[config.mk]
export PLATFORM = sky130hd
export DESIGN_NAME = pqc_top
export DESIGN_NICKNAME = d
export VERILOG_FILES = /design/src/rtl/pqc_pkg.sv /design/src/rtl/pqc_top.sv /design/src/rtl/pqc_crc_byte.sv
export SDC_FILE = /design/constraint.sdc
export NUM_CORES = 1
export LEC_CHECK = 0
export BUFFER_PORTS_ARGS = -buffer_cell sky130_fd_sc_hd__buf_2
export CORE_ASPECT_RATIO = 1.2
export CORE_MARGIN = 2
export CORE_UTILIZATION = 45
export DETAILED_ROUTE_END_ITERATION = 16
export PLACE_DENSITY = 0.73
export REMOVE_ABC_BUFFERS = 1
export SYNTH_ARGS = -nofsm -noshare
export SYNTH_HDL_FRONTEND = slang
export SYNTH_SLANG_ARGS = --single-unit
export TNS_END_PERCENT = 5
[constraint.sdc]
create_clock -name clock -period 5.1 [get_ports clock]
set_clock_uncertainty 0.05 [all_clocks]
set_input_delay 0.51 -clock clock [delete_from_list [all_inputs] [get_ports clock]]
set_output_delay 0.51 -clock clock [all_outputs]
set_load 0.01 [all_outputs]
[src/rtl/pqc_pkg.sv]
// package of constants for the programming agent command interpreter
// Function
// - version query opcode 7 returns agent version
// - version reply: last command high, version low
// - crc query opcode 8, address, byte length
// - crc ccitt poly 1021, seed FFFF, msb first
// - crc reply two words, crc low valid
// - cluster write stores 32-bit words, replies return code
// - hardware id query opcode A returns identifier
// - option flag 0 firmware, 1 hardware crc
// - option command: opcode, flag high, low halves
package pqc_pkg;
    localparam logic [15:0] OP_VERSION = 16'h0007;
    localparam logic [15:0] OP_CRC = 16'h0008;
    localparam logic [15:0] OP_CLUSTER = 16'h0009;
    localparam logic [15:0] OP_HWID = 16'h000A;
    localparam logic [15:0] OP_OPTION = 16'h000B;
    localparam logic [15:0] RC_PASS = 16'h0000;
    localparam logic [15:0] RC_FAIL = 16'h0003;
    // arbitrary values, not tied to any part
    localparam logic [15:0] AGENT_VERSION = 16'h0042;
    localparam logic [15:0] HW_ID = 16'h1234;
    localparam logic [15:0] CRC_POLY = 16'h1021;
    localparam logic [15:0] CRC_SEED = 16'hFFFF;
    localparam logic [1:0] WORD_ALIGN_MASK = 2'h3;
    localparam logic [31:0] BYTES_PER_WORD = 32'h00000004;
    typedef enum logic [6:0] {
        PQC_IDLE = 7'b0000001,
        PQC_ARG = 7'b0000010,
        PQC_CRC = 7'b0000100,
        PQC_WRITE = 7'b0001000,
        PQC_RESP1 = 7'b0010000,
        PQC_RESP2 = 7'b0100000,
        PQC_MEMW = 7'b1000000
    } pqc_state_t;
endpackage : pqc_pkg

[src/rtl/pqc_top.sv]
// command interpreter: command words in, response words out
`timescale 1ns/1ps
`default_nettype none
module pqc_top (
    input wire logic clock, // 20 MHz clock
    input wire logic rstn, // synchronous reset, active low
    input wire logic cmd_valid, // command half-word offered
    output logic cmd_ready, // interpreter takes half-word
    input wire logic [15:0] cmd_data, // command half-word, high first
    output logic rsp_valid, // response word offered
    input wire logic rsp_ready, // probe takes response
    output logic [31:0] rsp_data, // response word
    output logic mem_rd, // memory byte read strobe
    output logic [31:0] mem_addr, // memory byte address
    input wire logic [7:0] mem_rdata, // read byte, during mem_rd
    output logic mem_wr, // memory word write strobe
    output logic [31:0] mem_wdata, // word to write
    input wire logic mem_err, // write failed, with mem_wr
    output logic crc_method // 0 firmware, 1 hardware crc unit
);
    pqc_pkg::pqc_state_t state;
    logic [15:0] last_cmd;
    logic [2:0] arg_cnt;
    logic [2:0] arg_need;
    logic [127:0] args;
    logic [31:0] addr;
    logic [31:0] remain;
    logic [15:0] crc;
    logic [15:0] next_crc;
    logic rd_pend;
    logic [15:0] rc;
    logic [15:0] rsp_low;

    // half-words needed after the opcode
    function automatic logic [2:0] arg_len(input logic [15:0] op);
        case (op)
            pqc_pkg::OP_CRC: arg_len = 3'd4;
            pqc_pkg::OP_CLUSTER: arg_len = 3'd4;
            pqc_pkg::OP_OPTION: arg_len = 3'd2;
            default: arg_len = 3'd0;
        endcase
    endfunction : arg_len

    pqc_crc_byte u_crc (
        .crc_in(crc),
        .data(mem_rdata),
        .crc_out(next_crc)
    );

    ////////////////////////////////////////////////////////////////////
    // handshakes
    assign cmd_ready = (state == pqc_pkg::PQC_IDLE) ||
                       (state == pqc_pkg::PQC_ARG &&
                        arg_cnt != arg_need + 3'd1) ||
                       (state == pqc_pkg::PQC_WRITE && !mem_wr);
    assign rsp_valid = (state == pqc_pkg::PQC_RESP1) ||
                       (state == pqc_pkg::PQC_RESP2);

    ////////////////////////////////////////////////////////////////////
    // main sequencer
    always_ff @(posedge clock) begin
        if (!rstn) begin
            state <= pqc_pkg::PQC_IDLE;
            last_cmd <= 16'h0000;
            arg_cnt <= 3'd0;
            arg_need <= 3'd0;
            args <= '0;
            addr <= 32'h00000000;
            remain <= 32'h00000000;
            crc <= pqc_pkg::CRC_SEED;
            rd_pend <= 1'b0;
            rc <= pqc_pkg::RC_PASS;
            rsp_low <= 16'h0000;
            mem_rd <= 1'b0;
            mem_wr <= 1'b0;
            mem_wdata <= 32'h00000000;
            crc_method <= 1'b0;
        end else begin
            mem_rd <= 1'b0;
            mem_wr <= 1'b0;
            case (state)
                pqc_pkg::PQC_IDLE: begin
                    if (cmd_valid) begin
                        last_cmd <= cmd_data;
                        arg_cnt <= 3'd0;
                        arg_need <= arg_len(cmd_data);
                        state <= pqc_pkg::PQC_ARG;
                    end
                end
                pqc_pkg::PQC_ARG: begin
                    // low half of opcode word is disregarded
                    if (cmd_valid && arg_cnt != arg_need + 3'd1) begin
                        args <= {args[111:0], cmd_data};
                        arg_cnt <= arg_cnt + 3'd1;
                    end else if (arg_cnt == arg_need + 3'd1) begin
                        rc <= pqc_pkg::RC_PASS;
                        case (last_cmd)
                            pqc_pkg::OP_VERSION: begin
                                rsp_low <= pqc_pkg::AGENT_VERSION;
                                state <= pqc_pkg::PQC_RESP1;
                            end
                            pqc_pkg::OP_HWID: begin
                                rsp_low <= pqc_pkg::HW_ID;
                                state <= pqc_pkg::PQC_RESP1;
                            end
                            pqc_pkg::OP_OPTION: begin
                                crc_method <= args[0];
                                rsp_low <= pqc_pkg::RC_PASS;
                                state <= pqc_pkg::PQC_RESP1;
                            end
                            pqc_pkg::OP_CRC: begin
                                addr <= args[63:32];
                                remain <= args[31:0];
                                crc <= pqc_pkg::CRC_SEED;
                                rd_pend <= 1'b0;
                                state <= pqc_pkg::PQC_CRC;
                            end
                            pqc_pkg::OP_CLUSTER: begin
                                addr <= args[63:32];
                                remain <= args[31:0];
                                arg_cnt <= 3'd0; // data pairs counted afresh
                                // misaligned request refused
                                if (args[33:32] != 2'h0 ||
                                    (args[1:0] & pqc_pkg::WORD_ALIGN_MASK)
                                        != 2'h0) begin
                                    rsp_low <= pqc_pkg::RC_FAIL;
                                    state <= pqc_pkg::PQC_RESP1;
                                end else if (args[31:0] == 32'h0) begin
                                    rsp_low <= pqc_pkg::RC_PASS;
                                    state <= pqc_pkg::PQC_RESP1;
                                end else begin
                                    state <= pqc_pkg::PQC_WRITE;
                                end
                            end
                            default: begin
                                rsp_low <= pqc_pkg::RC_FAIL;
                                state <= pqc_pkg::PQC_RESP1;
                            end
                        endcase
                    end
                end
                pqc_pkg::PQC_CRC: begin
                    // one byte read and folded every two cycles
                    if (rd_pend) begin
                        crc <= next_crc;
                        rd_pend <= 1'b0;
                        addr <= addr + 32'h1;
                        remain <= remain - 32'h1;
                    end else if (remain != 32'h0) begin
                        mem_rd <= 1'b1;
                        rd_pend <= 1'b1;
                    end else begin
                        rsp_low <= pqc_pkg::RC_PASS;
                        state <= pqc_pkg::PQC_RESP1;
                    end
                end
                pqc_pkg::PQC_WRITE: begin
                    // data half-words high first, one word per write
                    if (cmd_valid && !mem_wr) begin
                        args <= {args[111:0], cmd_data};
                        arg_cnt <= arg_cnt + 3'd1;
                        if (arg_cnt[0]) begin
                            mem_wdata <= {args[15:0], cmd_data};
                            state <= pqc_pkg::PQC_MEMW;
                        end
                    end
                end
                pqc_pkg::PQC_MEMW: begin
                    mem_wr <= 1'b1;
                    // no half-word taken until the write completes
                    state <= pqc_pkg::PQC_WRITE;
                end
                pqc_pkg::PQC_RESP1: begin
                    if (rsp_ready) begin
                        if (last_cmd == pqc_pkg::OP_CRC) begin
                            state <= pqc_pkg::PQC_RESP2;
                        end else begin
                            state <= pqc_pkg::PQC_IDLE;
                        end
                    end
                end
                pqc_pkg::PQC_RESP2: begin
                    if (rsp_ready) begin
                        state <= pqc_pkg::PQC_IDLE;
                    end
                end
                default: state <= pqc_pkg::PQC_IDLE;
            endcase
            // write completion: advance or answer
            if (mem_wr) begin
                addr <= addr + pqc_pkg::BYTES_PER_WORD;
                remain <= remain - pqc_pkg::BYTES_PER_WORD;
                if (mem_err) begin
                    rsp_low <= pqc_pkg::RC_FAIL;
                    state <= pqc_pkg::PQC_RESP1;
                end else if (remain <= pqc_pkg::BYTES_PER_WORD) begin
                    rsp_low <= pqc_pkg::RC_PASS;
                    state <= pqc_pkg::PQC_RESP1;
                end else begin
                    state <= pqc_pkg::PQC_WRITE;
                end
            end
        end
    end

    assign mem_addr = addr;

    ////////////////////////////////////////////////////////////////////
    // response word: last command echoed in the upper half, zero upper half in the crc value word
    always_comb begin
        if (state == pqc_pkg::PQC_RESP2) begin
            rsp_data = {16'h0000, crc};
        end else begin
            rsp_data = {last_cmd, rsp_low};
        end
    end
endmodule : pqc_top
`default_nettype wire

[src/rtl/pqc_crc_byte.sv]
// one-byte crc-ccitt update step
`timescale 1ns/1ps
`default_nettype none
module pqc_crc_byte (
    input wire logic [15:0] crc_in, // running crc
    input wire logic [7:0] data, // byte entering msb first
    output logic [15:0] crc_out // updated crc
);
    // eight shift steps of the polynomial, msb first
    always_comb begin
        logic [15:0] c;
        c = crc_in;
        for (int i = 7; i >= 0; i--) begin
            if (c[15] ^ data[i]) begin
                c = {c[14:0], 1'b0} ^ pqc_pkg::CRC_POLY;
            end else begin
                c = {c[14:0], 1'b0};
            end
        end
        crc_out = c;
    end
endmodule : pqc_crc_byte
`default_nettype wire

* Yosys cells after proc, flatten, opt, wreduce, memory -nomap -nowiden *
Cells that the tools add are included.
Widths: inputs -> output; s select.

storage, ports and cells
  bits in registers = 225
  bits of input ports = 29
  output and inout port bits = 101
  word-level logic and storage cells = 175

cells by class
  add/subtract/negate cells = 6
  $lt $le $gt $ge = 1
  equal/unequal tests = 37
  muxes and demuxes = 71
  bitwise operators = 17
  reductions and logical operators = 29

operators by type and width
  cell                   count
  $mux 32                11
  $mux 16                13
  $mux 64                2
  $pmux 32 s2            2
  $pmux 64 s2            1
  $eq 16x4->1 const B    7
  $mux 13                8
  $pmux 16 s5            1
  $mux 7                 10
  $pmux 16 s2            2
  $pmux 7 s7             1
  $add 32x1->32 const B  1
  $add 32x3->32 const B  1
  $le 32x3->1 const B    1
  $logic_not 32->1       1
  $reduce_bool 32->1     1
  $sub 32x1->32 const B  1
  $sub 32x3->32 const B  1
  $ne 3x3->1 const B     9
  $not 3->3              8
  $mux 5                 4
  $eq 16x3->1 const B    1
  $mux 3                 5
  $reduce_and 5->1       3
  other kinds (32)       66

* Logic depth before layout (Yosys ltp) *
Gate-level depths: netlist of run 1.

  depth after elaboration = 18
  depth in mapped cells = 10
  mapped depth without buffers = 8

* By module *
Synthesis of run 1 repeated with hierarchy kept, for this count alone.

second synthesis, totals
  cells, all modules = 1584
  area, all modules = 12419.4 µm²

by module, submodules not included
  module        times used  cells each  area each (µm²)  sequential area each (µm²)
  pqc_top       1           1559        12031.5          4484.3
  pqc_crc_byte  1           25          387.9            0.0

* Least setup slack after synthesis of run 1 *
OpenSTA, ideal clock, no wires.

  kind = register -> register
  start point = reg remain[4]
  end point = reg remain[29]
  setup time = 78 ps
  data arrival time = 2528 ps
  data required time = 4972 ps
  slack = 2444 ps
  stages on the path, launching flop included = 9
  buffers on the path = 2
  clock period less this slack = 2656 ps
  cell sequence = dfxtp_1 -> buf_6 -> or4_4 -> buf_6 -> or4_4 -> or4_1 -> a31oi_1 -> a211oi_1 -> nor3_1

on the way
  cells in the longest elaborated chain, start to end = 4
  elaborated cells between the ends (all ways) = 5
  classes of those cells = add/sub (2); mux (3)

ends and longest elaborated chain
  what                    RTL line        RTL
  start, declared         pqc_top.sv:27   logic [31:0] remain;
  start signal, assigned  pqc_top.sv:113  remain <= args[31:0];
  start signal, assigned  pqc_top.sv:120  remain <= args[31:0];
  start signal, assigned  pqc_top.sv:148  remain <= remain - 32'h1;
  $sub 32x1->32           pqc_top.sv:148
  $mux 32                 pqc_top.sv:144  if (rd_pend) begin
  $pmux 32 s2             pqc_top.sv:81   case (state)
  $mux 32 *               pqc_top.sv:190  if (mem_wr) begin

Mark *: on every way between the ends. The rest lies on a longest branch, timed or not. The select of a mux whose other input is x is not followed.
A chain may end at the register's enable or synchronous reset.

* Final worst setup path of run 1 *
  start point = reg last_cmd[8]
  end point = reg addr[0], in the netlist mem_addr[0]

on the way
  cells in the longest elaborated chain, start to end = 4
  elaborated cells between the ends (all ways) = 5
  classes of those cells = eq/ne (3); reduce/logical (2)

ends and longest elaborated chain
  what                                 RTL line        RTL
  start, declared                      pqc_top.sv:22   logic [15:0] last_cmd;
  start signal, assigned               pqc_top.sv:84   last_cmd <= cmd_data;
  $eq 16x4->1                          pqc_top.sv:97   case (last_cmd)
  $reduce_or 2->1 (no source line) *   n/a
  $ne 3x3->1 (no source line) *        n/a
  $reduce_and 5->1 (no source line) *  n/a
  end signal, assigned                 pqc_top.sv:112  addr <= args[63:32];
  end signal, assigned                 pqc_top.sv:119  addr <= args[63:32];
  end signal, assigned                 pqc_top.sv:147  addr <= addr + 32'h1;
  end, declared                        pqc_top.sv:26   logic [31:0] addr;

Mark *: on every way between the ends. The rest lies on a longest branch, timed or not.

==> PnR_summary.wiki, run 1 <==
{| class="wikitable"
! Metric !! Value
|-
| Synth-to-Final Area Change || 14.1%
|-
| Startpoint Class || register
|-
| Antenna Nets Post-Route || 0
|-
| Port buffer count || around 130
|-
| Top cell type's share of synthesized area || 38.2%
|-
| Routability congestion estimate || just over 0.9
|-
| Start-to-end type of the worst setup path || register to register
|-
| Library cells used by synthesis || 75
|-
| Max IR drop VDD || about 0.00027 V
|-
| Pint || between 3 and 4 mW
|-
| Placement-stage cell area || approximately 13000 µm²
|-
| Total power after layout || about 4.6 mW
|-
| Leak pwr || about 5 nW
|-
| Synth Flop Type || sky130_fd_sc_hd__dfxtp_1
|-
| Min setup slack post-route || about 1.6 ns
|-
| Flop2flop setup slack || around 1.6 ns
|-
| CTS Sinks || between 200 and 250
|-
| Post-route cell area || approximately 13000 µm²
|-
| Peak fanout along the critical path || 19
|-
| Total routing resource utilization after global routing || around 28%
|-
| Slew at the pin closest to its max-slew limit || roughly 1.1 ns
|-
| Vias in the first global route || 11500
|-
| Largest buffer count on any clock path || 3
|-
| Part of the total power dissipated in the clock network || 39.9%
|-
| R2R cell count || 6
|-
| Effective utilization at floorplan || 46.0%
|-
| Setup WS pre-CTS || around 1.8 ns
|-
| Total congestion overflow || 0
|-
| Std-Cell Rows || 64
|-
| Sequential element share of the synthesized area || 38.2%
|-
| Reg-to-reg startpoint || last_cmd[8]
|-
| Max cap viols || 0
|-
| Number of I/O pins || 130
|-
| DR WL/cell || just under 20 µm
|-
| Count of placed standard cells including taps || between 1500 and 2000
|-
| Most common cell in the synthesized netlist || sky130_fd_sc_hd__nand2_1
|-
| Wire length of the first global-routing pass || ~62000 µm
|-
| # hold bufs at CTS || 0
|-
| Vertical die dimension || around 180 µm
|-
| Average cell area after synthesis || 7.54 µm²
|-
| Portion of total power attributed to sequential cells || roughly two fifths
|-
| Floorplan die width || 151 µm
|-
| Switch Pwr || 1.39 mW
|-
| Number of instances in the synthesized netlist || between 1500 and 2000
|-
| Setup repair after global routing missed its margin || no
|-
| Max-slew violation total from the final report || 0
|-
| Post-synthesis async set-or-reset flop share || 0%
|-
| Launching instance or port of the critical path || last_cmd[8]
|-
| Total number of nets in the final design || approximately 1700
|-
| Count of placed standard cells in the final layout, fillers left out || ~2000
|-
| Period minus WS final || approximately 3.5 ns
|-
| Total DRC errors in the routed layout || 0
|-
| Worst R2R End || mem_addr[0]
|-
| Setup crit end kind || register
|-
| Via count of the routed design || between 10000 and 15000
|-
| Area of the core region || approximately 26000 µm²
|-
| Fraction of final layout cells with drive strength greater than 1 || 14.7%
|-
| Net Sw Frac || 30.2%
|-
| Pin count of the biggest net entering global routing || 93
|-
| Via count normalized by instance count || about 6.3
|-
| Peak Freq || 287 MHz
|-
| Setup total negative slack || 0 ns
|-
| Power density cells || between 300 and 400 nW/µm²
|-
| Post-synth EDFFs || 0
|-
| Clk_lat worst skew || approximately 0.55 ns
|-
| Detailed Route Iter0 Violations || ~1300
|-
| Clock slew at reported path FFs || 0.06 ns
|-
| Detailed Route WL || a little under 40000 µm
|-
| Yosys synthesis warning count || 0
|-
| Worst hold margin || 0.192 ns
|-
| Filler Cells Inserted || between 2000 and 2500
|-
| Num CTS Buffers || 25
|-
| Worst min path class || input pin to register
|-
| First-pass iteration count of the detailed router || 6
|-
| Fraction of the core area covered by cells at the end of the flow || 52.5%
|-
| Area of the mapped netlist || about 12000 µm²
|-
| Count of state elements after synthesis || between 200 and 250
|-
| Floorplan die area || around 27000 µm²
|-
| Combinational fraction of design power || approximately a fifth
|-
| DP HPWL || approximately 26000 µm
|-
| Critical Path AT || roughly 3.9 ns
|-
| Number of inserted diodes || 0
|-
| CTS tree || yes
|-
| Most used standard cells in the synthesized netlist || sky130_fd_sc_hd__nand2_1, sky130_fd_sc_hd__dfxtp_1, sky130_fd_sc_hd__a21oi_1, sky130_fd_sc_hd__clkbuf_1, sky130_fd_sc_hd__nor2_1
|-
| Final hold vios || 0
|-
| Maximum level of the CTS H-tree || 1
|-
| Final critical-path share of the clock period || about two thirds
|-
| Postcts setup bufs || 0
|-
| Resize count post-CTS || 0
|-
| Cell taking the most area after synthesis || sky130_fd_sc_hd__dfxtp_1
|-
| Required time of the critical path || about 5.5 ns
|-
| Library cell used as clock root buffer || sky130_fd_sc_hd__clkbuf_16
|-
| Capturing element of the worst setup path || mem_addr[0]
|-
| Synth top area cells || sky130_fd_sc_hd__dfxtp_1, sky130_fd_sc_hd__nand2_1, sky130_fd_sc_hd__a21oi_1, sky130_fd_sc_hd__clkbuf_1, sky130_fd_sc_hd__nor2_1
|-
| Remaining max-slew budget at the tightest pin || between 20% and 30%
|-
| Antenna violations before repair || 1
|-
| Result of the run || finished, final reports clean
|-
| Setup-failing EPs final || 0
|}
-- cells by family (layout without fill, tap and decap cells) --
family	count (synthesis)	in the layout	share of synthesized area [%]
buffers and inverters	139	220	4.66
multiplexers	21	21	1.97
adder cells (fa/ha/maj)	6	6	0.639
XOR/XNOR	43	43	3.21
AO/OA/AOI/OAI	425	425	22.9
flip-flops	224	224	38.2
AND/OR/NAND/NOR	699	699	28.5
-- cell usage in the layout, fill, tap and decap left out, types with 7 or more instances in the layout --
cell type,Yosys,routed
sky130_fd_sc_hd__a211o_1,9,9
sky130_fd_sc_hd__a211oi_1,23,23
sky130_fd_sc_hd__a21o_1,7,7
sky130_fd_sc_hd__a21oi_1,173,172
sky130_fd_sc_hd__a311oi_1,9,9
sky130_fd_sc_hd__a31oi_1,25,25
sky130_fd_sc_hd__and2_1,34,34
sky130_fd_sc_hd__and3_1,22,22
sky130_fd_sc_hd__and4_1,13,13
sky130_fd_sc_hd__buf_2,7,129
sky130_fd_sc_hd__buf_4,0,29
sky130_fd_sc_hd__clkbuf_16,0,25
sky130_fd_sc_hd__dfxtp_1,224,223
sky130_fd_sc_hd__inv_1,17,16
sky130_fd_sc_hd__mux2_2,17,17
sky130_fd_sc_hd__nand2_1,310,310
sky130_fd_sc_hd__nand3_1,45,45
sky130_fd_sc_hd__nand4_1,24,24
sky130_fd_sc_hd__nor2_1,97,96
sky130_fd_sc_hd__nor3_1,65,65
sky130_fd_sc_hd__nor3b_1,7,7
sky130_fd_sc_hd__nor4_1,34,34
sky130_fd_sc_hd__o21a_1,9,8
sky130_fd_sc_hd__o21ai_0,62,60
sky130_fd_sc_hd__o221a_2,7,7
sky130_fd_sc_hd__o22ai_1,13,13
sky130_fd_sc_hd__o31a_1,9,9
sky130_fd_sc_hd__o31ai_1,15,15
sky130_fd_sc_hd__o32ai_1,9,9
sky130_fd_sc_hd__or3_1,11,11
sky130_fd_sc_hd__or4_1,12,12
sky130_fd_sc_hd__xnor2_1,24,24
sky130_fd_sc_hd__xor2_1,19,19
-- registers in the layout (all words and copies together) (netlist names) --
name and count:
arg_cnt 3, arg_need 2, args 64, crc 16
crc_method 1, last_cmd 16, mem_addr 32, mem_rd 1
mem_wdata 32, mem_wr 1, rd_pend 1, remain 32
rsp_low 16, state 7
-- critical path, stage by stage, from the launching register on --
cell and delay (ns):
sky130_fd_sc_hd__dfxtp_1 0.32, sky130_fd_sc_hd__nor4_1 0.56, sky130_fd_sc_hd__nand4_1 0.27, sky130_fd_sc_hd__o21ai_0 0.57, sky130_fd_sc_hd__nand3_1 0.85, sky130_fd_sc_hd__or3_1 0.62, sky130_fd_sc_hd__a31oi_1 0.16
-- cell type report --
class / instances / area [µm²] / share of cell area [%]
Clock buffer: 37 / 731 / 5.45
Clock inverter: 7 / 103 / 0.765
Inverter: 18 / 70.1 / 0.523
Multi-Input combinational cell: 1194 / 6740 / 50.3
Sequential cell: 224 / 4490 / 33.5
Tap cell: 330 / 413 / 3.08
Timing Repair Buffer: 158 / 863 / 6.44
-- how the worst min path moves through the flow --
stage                 start      endpoint  slack [ns]  cells after the start
5_1_grt        cmd_data[13]      args[13]        0.21                      3
2_1_floorplan   rsp_low[12]   rsp_low[12]        0.37                      1
4_1_cts         cmd_data[4]  mem_wdata[4]        0.18                      3
3_5_place_dp    rsp_low[12]   rsp_low[12]        0.39                      1
6_report        cmd_data[7]  mem_wdata[7]        0.19                      3
3_3_place_gp     rsp_low[9]    rsp_low[9]        0.38                      1
-- power by group through the flow --
stage                     clock (mW)  sequential (mW)  combinational, mW
final                           1.84             1.88              0.891
after global routing            1.94             1.89              0.966
after CTS                       1.86             1.88              0.872
after detailed placement           0             1.92              0.865
after global placement             0             1.92              0.851
after floorplan                    0             1.90              0.604
-- layer usage --
layer  GRT usage [%]  part of all wire (%)  wire, µm  vias to the layer above
met2            43.4                    45     17400                      660
li1                -                     -         -                     5764
met1            37.8                    42     16200                     5777
met3            4.12                   9.0      3510                      128
met4            12.6                   4.5      1770                        0
met5               0                     0         0                        -
(Power assumes the default switching activity.)
==> run 2, diff against run 1 <==
--- a/config.mk
+++ b/config.mk
@@ -5,12 +5,13 @@
 export SDC_FILE = /design/constraint.sdc
 export NUM_CORES = 1
 export LEC_CHECK = 0
+export ABC_AREA = 1
 export BUFFER_PORTS_ARGS = -buffer_cell sky130_fd_sc_hd__buf_2
 export CORE_ASPECT_RATIO = 1.2
 export CORE_MARGIN = 2
 export CORE_UTILIZATION = 45
 export DETAILED_ROUTE_END_ITERATION = 16
-export PLACE_DENSITY = 0.73
+export PLACE_DENSITY = 0.75
 export REMOVE_ABC_BUFFERS = 1
 export SYNTH_ARGS = -nofsm -noshare
 export SYNTH_HDL_FRONTEND = slang
==> constraint.sdc (replaced) <==
create_clock -name clock -period 2.9 [get_ports clock]
set_clock_uncertainty 0.05 [all_clocks]
set_input_delay 0.29 -clock clock [delete_from_list [all_inputs] [get_ports clock]]
set_output_delay 0.29 -clock clock [all_outputs]
set_load 0.01 [all_outputs]
==> run 2 against run 1 <==
Via count grew 7.7%. Utilization is essentially flat. Worst hold slack lost 0.18 ns. Largest power group is now combinational cells.
==> PnR_summary.wiki, run 2 <==
{| class="wikitable"
! Metric !! Value
|-
| Result of the run || finished, final reports clean
|-
| DR WL/cell || 16.5 µm
|-
| Fraction of the core area covered by cells at the end of the flow || a little over half
|-
| Via count normalized by instance count || ~5.6
|-
| Area taken by flip-flops and latches || 4490 µm²
|-
| Slew at the pin closest to its max-slew limit || 1.06 ns
|-
| Area of the core region || around 27000 µm²
|-
| Std-Cell Rows || 66
|-
| CTS tree || yes
|-
| Library cells used by synthesis || 48
|-
| Cell taking the most area after synthesis || sky130_fd_sc_hd__dfxtp_1
|-
| Fraction of final layout cells with drive strength greater than 1 || 11.4%
|-
| Vias in the first global route || 12300
|-
| Synth-to-Final Area Change || 14.3%
|-
| Synth Flop Type || sky130_fd_sc_hd__dfxtp_1
|-
| Met1 routing resource usage after global routing || about 34%
|-
| Launching instance or port of the critical path || state[1]
|-
| Start-to-end type of the worst setup path || register to output pin
|-
| Max IR drop VDD || between 0.0005 and 0.0006 V
|-
| Num CTS Buffers || 24
|-
| Detailed Route Iter0 Violations || just under 1000
|-
| Clock slew at reported path FFs || 0.06 ns
|-
| Met2 track demand over resource in global routing || between 40% and 50%
|-
| Remaining max-slew budget at the tightest pin || between 20% and 30%
|-
| Port buffer count || 129
|-
| Sequential element share of the synthesized area || a little over a third
|-
| Critical Path AT || approximately 2.3 ns
|-
| Filler Cells Inserted || around 2700
|-
| Post-synthesis async set-or-reset flop share || 0%
|-
| Number of flip-flops in the largest register || between 60 and 70
|-
| Library cell used as clock root buffer || sky130_fd_sc_hd__clkbuf_16
|-
| Maximum level of the CTS H-tree || 1
|-
| Period minus WS final || roughly 2.6 ns
|-
| Setup-failing EPs final || 0
|-
| Number of instances in the synthesized netlist || roughly 1900
|-
| Area of the mapped netlist || approximately 12000 µm²
|-
| Routability congestion estimate || roughly 0.96
|-
| Peak Freq || around 380 MHz
|-
| Worst min path class || input pin to register
|-
| GR met3 Demand/Resource || 3.25%
|-
| Power density cells || 903 nW/µm²
|-
| Total congestion overflow || 0
|-
| Top cell type's share of synthesized area || ~36%
|-
| Vertical die dimension || between 150 and 200 µm
|-
| Setup repair after global routing missed its margin || no
|-
| Most common cell in the synthesized netlist || sky130_fd_sc_hd__nand2_1
|-
| Reg-to-reg startpoint || last_cmd[14]
|-
| Synth top area cells || sky130_fd_sc_hd__dfxtp_1, sky130_fd_sc_hd__o21ai_0, sky130_fd_sc_hd__nand2_1, sky130_fd_sc_hd__nor2_1, sky130_fd_sc_hd__a21oi_1
|-
| Setup crit end kind || output pin
|-
| Multi-input gate area || approximately 6800 µm²
|-
| Total number of nets in the final design || just over 2000
|-
| Setup WS pre-CTS || 0.569 ns
|-
| Post-synth EDFFs || 0
|-
| Floorplan die width || ~160 µm
|-
| Antenna violations before repair || 0
|-
| Yosys synthesis warning count || 0
|-
| Min setup slack post-route || roughly 0.25 ns
|-
| Startpoint Class || register
|-
| Reg with most FFs || args
|-
| Detailed Route WL || around 39000 µm
|-
| CTS Sinks || about 220
|-
| Pin count of the biggest net entering global routing || 121
|-
| Postcts setup bufs || 0
|-
| Max-slew violation total from the final report || 0
|-
| DP HPWL || approximately 28000 µm
|-
| Most common cell after layout, fill and taps aside || sky130_fd_sc_hd__nand2_1
|-
| Count of state elements after synthesis || 224
|-
| Most heavily used metal layer in global routing || met2
|-
| Peak fanout along the critical path || 20
|-
| Average cell area after synthesis || 6.48 µm²
|-
| Most used standard cells in the synthesized netlist || sky130_fd_sc_hd__nand2_1, sky130_fd_sc_hd__o21ai_0, sky130_fd_sc_hd__nor2_1, sky130_fd_sc_hd__dfxtp_1, sky130_fd_sc_hd__inv_1
|-
| Number of inserted diodes || 0
|-
| Wire length of the first global-routing pass || approximately 63000 µm
|-
| Clk_lat worst skew || ~0.53 ns
|-
| Via count of the routed design || about 13000
|-
| Final hold vios || 0
|-
| Top library cells by usage in the layout, fill and taps aside || sky130_fd_sc_hd__nand2_1, sky130_fd_sc_hd__o21ai_0, sky130_fd_sc_hd__nor2_1, sky130_fd_sc_hd__dfxtp_1, sky130_fd_sc_hd__inv_1
|-
| Total routing resource utilization after global routing || a little over a quarter
|-
| Largest buffer count on any clock path || 3
|-
| Antenna Nets Post-Route || 0
|-
| Required time of the critical path || 2.56 ns
|-
| Number of I/O pins || 130
|-
| Effective utilization at floorplan || 45.9%
|-
| Hold Path Origin || cmd_data[6]
|-
| First-pass iteration count of the detailed router || 8
|-
| Total DRC errors in the routed layout || 0
|-
| Final critical-path share of the clock period || roughly 91%
|-
| Leak pwr || ~6.3 nW
|-
| Max cap viols || 0
|-
| Floorplan die area || 29100 µm²
|}
[run 2: cell types whose count changed in the layout (fill, tap and decap cells not counted), moves of 14 or more]
cell,delta
sky130_fd_sc_hd__xor2_1,+31
sky130_fd_sc_hd__nand3_1,+26
sky130_fd_sc_hd__o21ai_0,+246
sky130_fd_sc_hd__mux2_2,-17
sky130_fd_sc_hd__inv_1,+191
sky130_fd_sc_hd__a21oi_1,+27
sky130_fd_sc_hd__nor2_1,+182
sky130_fd_sc_hd__and2_1,-32
sky130_fd_sc_hd__o31ai_1,-14
sky130_fd_sc_hd__a211oi_1,-20
sky130_fd_sc_hd__nor4_1,-31
sky130_fd_sc_hd__and3_1,-22
sky130_fd_sc_hd__nor3_1,-34
[run 2: timing repair]
item,CTS,global route
endpoints found under the hold margin,2,0
endpoints found under the setup margin,0,1
hold buffers,2,0
resized for setup,0,1
[run 2: worst max-delay path: stages, from the launching register on]
cell	delay [ns]
sky130_fd_sc_hd__dfxtp_1	0.39
sky130_fd_sc_hd__inv_1	0.05
sky130_fd_sc_hd__nand2_1	0.12
sky130_fd_sc_hd__nor2_1	0.09
sky130_fd_sc_hd__nand2_1	0.06
sky130_fd_sc_hd__buf_4	0.22
sky130_fd_sc_hd__clkinvlp_4	0.27
sky130_fd_sc_hd__buf_4	0.28
sky130_fd_sc_hd__nand2_1	0.09
sky130_fd_sc_hd__nand2_1	0.05
sky130_fd_sc_hd__buf_2	0.13
[run 2: kinds of logic (layout without fill, tap and decap cells)]
| family | Yosys count | in the layout | synth area share [%] |
|---|---|---|---|
| AOI/OAI and AO/OA | 566 | 566 | 23.8 |
| xor gates and xnor gates | 63 | 63 | 4.42 |
| buffers and inverters | 312 | 418 | 9.87 |
| DFF | 224 | 224 | 35.9 |
| adders and majority gates | 6 | 6 | 0.601 |
| and+or+nand+nor | 755 | 755 | 25.3 |
| muxes | 1 | 1 | 0.0802 |
[run 2: worst paths after layout]
check                      to  slack (ns)  cells past startpoint
hold / removal        args[6]        0.01                      3
setup reg to reg       crc[5]        0.55                     11
hold reg to reg   rsp_low[14]        0.39                      2
setup / recovery  rsp_data[9]        0.25                     10
[run 2: layout make-up]
cell class,count,area share (%)
Inverter,218,5.76
Clock inverter,10,1.10
Timing Repair Buffer,157,6.49
Multi-Input combinational cell,1391,47.5
Tap cell,340,2.98
Clock buffer,33,4.74
Sequential cell,224,31.4
[run 2: through the flow]
stage / total power [mW] / instance area, µm² / TNS (ns) / instances / hold slack [ns]
finish: 12.9 / 14300 / 0 / 2373 / 0.0147
global route: 13.8 / 14300 / 0 / 2373 / 0.0389
CTS: 12.8 / 14300 / 0 / 2373 / 0.000786
detailed placement: 9.52 / 13400 / 0 / 2328 / 0.380
global placement: 9.44 / 13400 / 0 / 2328 / 0.375
floorplan: 7.90 / 12100 / -96.92 / 1833 / 0.324
[run 2: layer usage]
layer | vias up | wire length, µm
li1 | 6513 | -
met1 | 6146 | 16300
met2 | 517 | 18700
met3 | 97 | 2860
met4 | 0 | 1280
met5 | - | 0
[run 2: report_power, final]
part           internal [mW]  switching (mW)  leakage [nW]
Combinational           1.72            3.64          4.06
Clock                   1.98            1.30         0.406
Sequential              3.64           0.607          1.82
